**src/hw/spfc_cfg.svh**
```systemverilog
`ifndef SPFC_CFG_SVH
`define SPFC_CFG_SVH

// ----------------------------------------------------------------
// register map
// ----------------------------------------------------------------
`define SPFC_CSR_INDEX      8'h37
`define SPFC_CSR_BYTE_ADDR  32'h0000_00DC
`define SPFC_CSR_RESET      8'h00
`define SPFC_BIT_IE         7
`define SPFC_BIT_BUSY       6
`define SPFC_CMD_MSB        4

// ----------------------------------------------------------------
// command patterns, lower five bits
// ----------------------------------------------------------------
`define SPFC_PAT_REEN       5'h11
`define SPFC_PAT_LOCK       5'h09
`define SPFC_PAT_PWRITE     5'h05
`define SPFC_PAT_PERASE     5'h03
`define SPFC_PAT_FILL       5'h01

// ----------------------------------------------------------------
// flash layout
// ----------------------------------------------------------------
`define SPFC_BOOT_START_3   14'h3F00
`define SPFC_BOOT_START_2   14'h3E00
`define SPFC_BOOT_START_1   14'h3C00
`define SPFC_BOOT_START_0   14'h3800
`define SPFC_HALTING_REGION_START     14'h3800
`define SPFC_Z_PAGE_MSB     14
`define SPFC_Z_PAGE_LSB     7
`define SPFC_Z_WORD_MSB     6
`define SPFC_Z_WORD_LSB     1
`define SPFC_WORD_ZERO      6'h00

// ----------------------------------------------------------------
// timing
// ----------------------------------------------------------------
`define SPFC_WIN_CYCLES     3'h4
// load window of three cycles: counter values 4..2
`define SPFC_LPM_MIN_CNT    3'h2
`define SPFC_CLK_PERIOD_NS  10
`define SPFC_PROG_MIN_NS    3700000
`define SPFC_PROG_MAX_NS    4500000
`define SPFC_PROG_CYCLES    ((`SPFC_PROG_MIN_NS + `SPFC_CLK_PERIOD_NS - 1) / `SPFC_CLK_PERIOD_NS)

`endif

```
**src/hw/spfc_pkg.sv**
```systemverilog
package spfc_pkg;
  typedef enum logic [1:0] {
    ST_IDLE,
    ST_WINDOW,
    ST_BUSY
  } spfc_state_t;
endpackage

```
**src/hw/spfc_ctrl.sv**
```systemverilog
// Chosen here: the AHB-Lite slave port.
`timescale 1ns/100ps
`include "spfc_cfg.svh"

module spfc_ctrl #(
  parameter int PROG_CYCLES = `SPFC_PROG_CYCLES,
  parameter int CNT_W       = 20
) (
  // clock and reset
  input  wire logic        clk_sys_in,
  input  wire logic        reset_in,
  // ahb-lite slave
  input  wire logic        hsel_in,
  input  wire logic [31:0] haddr_in,
  input  wire logic [1:0]  htrans_in,
  input  wire logic        hwrite_in,
  input  wire logic [2:0]  hsize_in,
  input  wire logic [31:0] hwdata_in,
  input  wire logic        hready_in,
  output logic      [31:0] hrdata_out,
  output logic             hreadyout_out,
  output logic             hresp_out,
  // processor core
  input  wire logic        spm_strobe_in,
  input  wire logic        lpm_strobe_in,
  input  wire logic [15:0] zptr_in,
  input  wire logic [7:0]  data_low_in,
  input  wire logic [7:0]  data_high_in,
  input  wire logic        global_irq_enable_in,
  input  wire logic [1:0]  boot_size_select_in,
  output logic             store_ready_irq_out,
  output logic             cpu_halt_out,
  output logic             lpm_special_out,
  output logic             lpm_fuse_sel_out,
  // flash array
  output logic             rww_block_out,
  output logic             flash_busy_out,
  output logic             buf_write_out,
  output logic      [5:0]  buf_word_index_out,
  output logic      [15:0] buf_data_out,
  output logic             buf_discard_out,
  output logic             page_erase_out,
  output logic             page_write_out,
  output logic      [7:0]  page_index_out,
  output logic             lock_write_out,
  output logic      [7:0]  lock_data_out,
  output logic      [13:0] boot_start_out
);

  // ----------------------------------------------------------------
  // functions
  // ----------------------------------------------------------------
  function automatic logic pat_valid(input logic [4:0] p);
    pat_valid = (p == `SPFC_PAT_REEN) || (p == `SPFC_PAT_LOCK) ||
                (p == `SPFC_PAT_PWRITE) || (p == `SPFC_PAT_PERASE) ||
                (p == `SPFC_PAT_FILL);
  endfunction

  function automatic logic in_rww(input logic [7:0] page);
    in_rww = ({page, `SPFC_WORD_ZERO} < `SPFC_HALTING_REGION_START);
  endfunction

  function automatic logic [13:0] boot_start_f(input logic [1:0] sz);
    if (sz == 2'h3) begin
      boot_start_f = `SPFC_BOOT_START_3;
    end else if (sz == 2'h2) begin
      boot_start_f = `SPFC_BOOT_START_2;
    end else if (sz == 2'h1) begin
      boot_start_f = `SPFC_BOOT_START_1;
    end else begin
      boot_start_f = `SPFC_BOOT_START_0;
    end
  endfunction

  // ----------------------------------------------------------------
  // state
  // ----------------------------------------------------------------
  spfc_pkg::spfc_state_t state_r;
  logic [4:0]       cmd_r;
  logic [2:0]       win_r;
  logic [CNT_W-1:0] prog_r;
  logic             ie_r;
  logic             busy_flag_r;
  logic             filling_r;
  logic             wr_pend_r;
  logic             rd_wait_r;
  logic             rd_hit_r;
  logic             halt_r;

  logic       addr_ok;
  logic       addr_hit;
  logic [7:0] wdat;
  logic       arm;
  logic       take;
  logic [7:0] zpage;
  logic [7:0] csr_rd;

  assign addr_ok  = hsel_in & hready_in & htrans_in[1];
  assign addr_hit = (haddr_in == `SPFC_CSR_BYTE_ADDR);
  assign wdat     = hwdata_in[7:0];
  assign zpage    = zptr_in[`SPFC_Z_PAGE_MSB:`SPFC_Z_PAGE_LSB];
  assign csr_rd   = {ie_r, busy_flag_r, 1'b0, cmd_r};
  // commands are ignored while an operation runs
  assign arm      = wr_pend_r & pat_valid(wdat[4:0]) & (state_r != spfc_pkg::ST_BUSY);
  assign take     = spm_strobe_in & (state_r == spfc_pkg::ST_WINDOW) & ~arm;

  // ----------------------------------------------------------------
  // bus slave
  // ----------------------------------------------------------------
  // reads take one wait state so a preceding write is always visible
  always_ff @(posedge clk_sys_in or posedge reset_in) begin
    if (reset_in) begin
      wr_pend_r     <= 1'b0;
      rd_wait_r     <= 1'b0;
      rd_hit_r      <= 1'b0;
      hreadyout_out <= 1'b1;
      hrdata_out    <= 32'h0000_0000;
    end else begin
      wr_pend_r <= addr_ok & hwrite_in & addr_hit;
      if (addr_ok & ~hwrite_in) begin
        rd_wait_r     <= 1'b1;
        rd_hit_r      <= addr_hit;
        hreadyout_out <= 1'b0;
      end else if (rd_wait_r) begin
        rd_wait_r     <= 1'b0;
        hreadyout_out <= 1'b1;
        hrdata_out    <= rd_hit_r ? {24'h00_0000, csr_rd} : 32'h0000_0000;
      end
    end
  end

  always_ff @(posedge clk_sys_in or posedge reset_in) begin
    if (reset_in) begin
      hresp_out <= 1'b0;
    end else begin
      hresp_out <= 1'b0;
    end
  end

  // ----------------------------------------------------------------
  // control register
  // ----------------------------------------------------------------
  // register write
  always_ff @(posedge clk_sys_in or posedge reset_in) begin
    if (reset_in) begin
      ie_r <= 1'(`SPFC_CSR_RESET >> `SPFC_BIT_IE);
    end else if (wr_pend_r) begin
      ie_r <= wdat[`SPFC_BIT_IE];
    end
  end

  always_ff @(posedge clk_sys_in or posedge reset_in) begin
    if (reset_in) begin
      state_r <= spfc_pkg::ST_IDLE;
      cmd_r   <= 5'h00;
      win_r   <= 3'h0;
      prog_r  <= '0;
    end else begin
      case (state_r)
        spfc_pkg::ST_IDLE: begin
          if (arm) begin
            cmd_r   <= wdat[4:0];
            win_r   <= `SPFC_WIN_CYCLES;
            state_r <= spfc_pkg::ST_WINDOW;
          end
        end
        spfc_pkg::ST_WINDOW: begin
          if (arm) begin
            cmd_r <= wdat[4:0];
            win_r <= `SPFC_WIN_CYCLES;
          end else if (take) begin
            if ((cmd_r == `SPFC_PAT_PERASE) || (cmd_r == `SPFC_PAT_PWRITE) ||
                (cmd_r == `SPFC_PAT_LOCK)) begin
              prog_r  <= CNT_W'(PROG_CYCLES - 1);
              state_r <= spfc_pkg::ST_BUSY;
            end else begin
              cmd_r   <= 5'h00;
              state_r <= spfc_pkg::ST_IDLE;
            end
          end else if (win_r == 3'h1) begin
            cmd_r   <= 5'h00;
            state_r <= spfc_pkg::ST_IDLE;
          end else begin
            win_r <= win_r - 3'h1;
          end
        end
        spfc_pkg::ST_BUSY: begin
          if (prog_r == '0) begin
            cmd_r   <= 5'h00;
            state_r <= spfc_pkg::ST_IDLE;
          end else begin
            prog_r <= prog_r - CNT_W'(1);
          end
        end
        default: begin
          state_r <= spfc_pkg::ST_IDLE;
        end
      endcase
    end
  end

  // ----------------------------------------------------------------
  // region busy and halt
  // ----------------------------------------------------------------
  always_ff @(posedge clk_sys_in or posedge reset_in) begin
    if (reset_in) begin
      busy_flag_r <= 1'b0;
    end else if (take & ((cmd_r == `SPFC_PAT_PERASE) || (cmd_r == `SPFC_PAT_PWRITE)) &
                 in_rww(zpage)) begin
      busy_flag_r <= 1'b1;
    end else if (take & ((cmd_r == `SPFC_PAT_FILL) || (cmd_r == `SPFC_PAT_REEN))) begin
      busy_flag_r <= 1'b0;
    end
  end

  always_ff @(posedge clk_sys_in or posedge reset_in) begin
    if (reset_in) begin
      halt_r <= 1'b0;
    end else if (take & ((cmd_r == `SPFC_PAT_PERASE) || (cmd_r == `SPFC_PAT_PWRITE)) &
                 ~in_rww(zpage)) begin
      halt_r <= 1'b1;
    end else if ((state_r == spfc_pkg::ST_BUSY) && (prog_r == '0)) begin
      halt_r <= 1'b0;
    end
  end

  always_ff @(posedge clk_sys_in or posedge reset_in) begin
    if (reset_in) begin
      rww_block_out  <= 1'b0;
      cpu_halt_out   <= 1'b0;
      flash_busy_out <= 1'b0;
    end else begin
      rww_block_out  <= busy_flag_r;
      cpu_halt_out   <= halt_r;
      flash_busy_out <= (state_r == spfc_pkg::ST_BUSY);
    end
  end

  // ----------------------------------------------------------------
  // page buffer and flash commands
  // ----------------------------------------------------------------
  always_ff @(posedge clk_sys_in or posedge reset_in) begin
    if (reset_in) begin
      filling_r       <= 1'b0;
      buf_discard_out <= 1'b0;
    end else begin
      buf_discard_out <= 1'b0;
      if (arm & (wdat[4:0] == `SPFC_PAT_REEN) & filling_r) begin
        filling_r       <= 1'b0;
        buf_discard_out <= 1'b1;
      end else if (take & (cmd_r == `SPFC_PAT_FILL)) begin
        filling_r <= 1'b1;
      end else if (take & (cmd_r == `SPFC_PAT_PWRITE)) begin
        filling_r <= 1'b0;
      end
    end
  end

  always_ff @(posedge clk_sys_in or posedge reset_in) begin
    if (reset_in) begin
      buf_write_out      <= 1'b0;
      page_erase_out     <= 1'b0;
      page_write_out     <= 1'b0;
      lock_write_out     <= 1'b0;
      buf_word_index_out <= 6'h00;
      buf_data_out       <= 16'h0000;
      page_index_out     <= 8'h00;
      lock_data_out      <= 8'h00;
    end else begin
      buf_write_out  <= take & (cmd_r == `SPFC_PAT_FILL);
      page_erase_out <= take & (cmd_r == `SPFC_PAT_PERASE);
      page_write_out <= take & (cmd_r == `SPFC_PAT_PWRITE);
      lock_write_out <= take & (cmd_r == `SPFC_PAT_LOCK);
      if (take) begin
        buf_word_index_out <= zptr_in[`SPFC_Z_WORD_MSB:`SPFC_Z_WORD_LSB];
        buf_data_out       <= {data_high_in, data_low_in};
        page_index_out     <= zpage;
        lock_data_out      <= data_low_in;
      end
    end
  end

  // ----------------------------------------------------------------
  // load redirect, interrupt, boot decode
  // ----------------------------------------------------------------
  always_ff @(posedge clk_sys_in or posedge reset_in) begin
    if (reset_in) begin
      lpm_special_out  <= 1'b0;
      lpm_fuse_sel_out <= 1'b0;
    end else begin
      lpm_special_out <= lpm_strobe_in & (state_r == spfc_pkg::ST_WINDOW) &
                         (cmd_r == `SPFC_PAT_LOCK) & (win_r >= `SPFC_LPM_MIN_CNT);
      if (lpm_strobe_in) begin
        lpm_fuse_sel_out <= zptr_in[0];
      end
    end
  end

  always_ff @(posedge clk_sys_in or posedge reset_in) begin
    if (reset_in) begin
      store_ready_irq_out <= 1'b0;
      boot_start_out      <= `SPFC_BOOT_START_0;
    end else begin
      store_ready_irq_out <= ie_r & global_irq_enable_in & ~cmd_r[0];
      boot_start_out      <= boot_start_f(boot_size_select_in);
    end
  end
endmodule // spfc_ctrl

```
**config.mk**
```make
export PLATFORM = sky130hd
export DESIGN_NAME = spfc_ctrl
export DESIGN_NICKNAME = d
export VERILOG_FILES = /design/src/hw/spfc_pkg.sv /design/src/hw/spfc_ctrl.sv
export VERILOG_INCLUDE_DIRS = /design/src /design/src/hw
export SDC_FILE = /design/constraint.sdc
export NUM_CORES = 1
export LEC_CHECK = 0
export BUFFER_PORTS_ARGS = -buffer_cell sky130_fd_sc_hd__buf_4
export CORE_MARGIN = 1
export CORE_UTILIZATION = 30
export DETAILED_ROUTE_END_ITERATION = 10
export SLEW_MARGIN = 20
export SYNTH_ARGS = -nofsm -noshare
export SYNTH_HDL_FRONTEND = slang
export SYNTH_SLANG_ARGS = --single-unit
```
**constraint.sdc**
```tcl
create_clock -name clk_sys_in -period 8.8 [get_ports clk_sys_in]
set_input_delay 1.76 -clock clk_sys_in [delete_from_list [all_inputs] [get_ports clk_sys_in]]
set_output_delay 1.76 -clock clk_sys_in [all_outputs]
set_load 0.01 [all_outputs]
```
==> metrics.txt <==
count leader, synth=dfrtp_1; P per Cell Area=287 nW/µm²; status=finished, violations left; post-CTS setup buffer count=0; hold slack=0.415 ns; placer congestion estimate=0.824; commonest cells in the netlist=88 x dfrtp_1, 47 x buf_4, 32 x mux2_2; nets=678; CP required=9.04 ns; CP max FO=9; DP Wirelength=8010 µm; die area=15800 µm²; Mapped Avg Cell Area=approximately 11 µm²; Initial Util=31.1%; # port buffers=139; Clk Latency, worst-skew pair=about 0.35 ns; setup violators final=0; vias in the first global route=3639; post-placement setup slack=approximately 5.4 ns; r2r startpoint=state_r[1]; CP Launch Point=spm_strobe_in; Tot Pwr=1.70 mW; root buffer cell=clkbuf_16; Sink Count=slightly below 90; R2R setup slack=6.24 ns; GRT Util Overall=14.6%; Area contributors post-synth=dfrtp_1 48%, mux2_2 7.9%, buf_4 7.7%; sequential fraction of the synthesis area=48.7%; max-cap violation count=0; diode count=0; DR vias/cell=4.87; Routed Antenna Nets=0; unrepaired setup endpoints after global routing=false; final setup margin=5.75 ns; DR iter-0 viols=205; vias=3640; failing checks=design-rule violations; Ports=208; Worst Path Arrival=3.28 ns; DRC Markers=4; Placement Cell Area=around 5600 µm²; area of the multi-input gates=1960 µm²; initial antenna violation count=0; number of H-tree levels=3; post-synth cell types=61; critical path class=in2reg; grt ovf=0; Post-synth ARST share=100%; peak supply drop=between 0.1 and 0.15 mV; number of hold violations in the final report=0; Hold Crit Depth=0; Final Cell Area=5910 µm²; register area=2230 µm²; crit start category=primary input; DR pass1 iterations=7; Clock Skews=0.00751 ns; largest net degree at the start of global routing=63; Die X=about 130 µm; first-pass GRT wire length=18300 µm; Tcrit/Tclk final=34.6%; Mapped Area=4580 µm²; endpoint class of the critical path=flip-flop; top-area cell type share of the netlist area=48.1%; crit path to=prog_r[6]; Reg2Reg Depth=7; worst hold path type=reg2reg; hold-fix buffer count after cts=0; Die Height=around 130 µm; Synth area leader=dfrtp_1; num rows=44; final WL=10900 µm; Seq cells post-synth=89; reg-to-reg endpoint=prog_r[6]; Max Freq=328 MHz; wire per inst=14.5 µm; Setup TNS=0 ns; prevailing post-synth register cell=dfrtp_1; CTS buffer count=9; Worst slew margin=46.4%; min Tclk post-route=3.05 ns; EDFF count, synth=0; Cells after Synth=433; Slew Limit Fails=0; Post-CTS Resized=0; clock-pin slew of the registers on the worst-case setup and hold paths=0.06 ns; CORE AREA=roughly 15000 µm²; Fill cells=between 1000 and 1500; CTS tree=built; worst-case clock buffer depth=2; Least-Margin Pin Slew=0.804 ns; leakage=between 2 and 3 nW; number of synthesis warnings=0; Synth-to-Final Area Change=29.2%; share of cells above drive strength 1=35.8%
-- metal layers --
metal / vias to the layer above / track usage (%) / part of all wire [%]
met5: - / 0 / 0
met4: 0 / 4.09 / 1.4
met3: 9 / 4.58 / 5.5
met2: 134 / 23.7 / 49
met1: 1756 / 18.6 / 44
li1: 1741 / - / -
-- cells by family after synthesis --
family / share of synthesized area (%)
fa+ha+maj: 2.19
mux: 9.63
other cells: 0.164
xor+xnor: 0.383
simple gates: 14.7
buf+inv: 11.2
flops: 48.7
compound gates: 13.0
-- how the worst min path moves through the flow --
stage / from / to / slack [ns]
final: busy_flag_r / rww_block_out / 0.42
after global routing: busy_flag_r / rww_block_out / 0.43
after CTS: busy_flag_r / rww_block_out / 0.42
after detailed placement: busy_flag_r / rww_block_out / 0.40
after global placement: busy_flag_r / rww_block_out / 0.39
after floorplan: halt_r / cpu_halt_out / 0.35
-- cell usage in the layout (no fill, tap or decap), types with 9 or more instances in the layout --
cell type	n
nor2_1	15
mux2_2	32
dfrtp_1	88
buf_4	144
clkbuf_16	9
nand2_1	30
nand3_1	12
conb_1	37
nand4_1	11
a21oi_1	11
inv_1	20
nor3_1	10
o21ai_0	22
nor4_1	10
-- flip-flops by register name (all words and copies together) (netlist names), 2 cells and up --
| signal | cells |
|---|---|
| buf_word_index_out | 6 |
| buf_data_out | 16 |
| boot_start_out | 3 |
| win_r | 3 |
| state_r | 2 |
| cmd_r | 5 |
| hrdata_out | 7 |
| page_index_out | 8 |
| prog_r | 20 |
-- per-stage QoR --
step / instances / util (%)
floorplan: 468 / -
global placement: 732 / 38.0
detailed placement: 732 / 38.0
CTS: 748 / 40.2
global route: 748 / 40.2
finish: 748 / 40.2
-- area by class of cell --
cell class / count / share of cell area (%)
clock buffer: 10 / 4.04
clock inverter: 6 / 1.52
inverter: 21 / 1.35
multi-input combinational: 294 / 33.2
sequential: 89 / 37.7
tap: 184 / 3.89
timing repair buffer: 144 / 18.3
-- power by group --
group	total, mW	leakage (nW)	internal [mW]	switching [mW]
Sequential	0.666	1.09	0.544	0.121
Clock	0.424	0.159	0.258	0.167
Combinational	0.609	1.51	0.319	0.290
-- critical path: stages --
cell and delay, ns:
buf_4 0.12, nand4b_1 0.11, a211oi_2 0.35, a21o_1 0.36, nand4_1 0.29, o22a_1 0.29
Note: power is estimated with default switching activity, not from simulation.
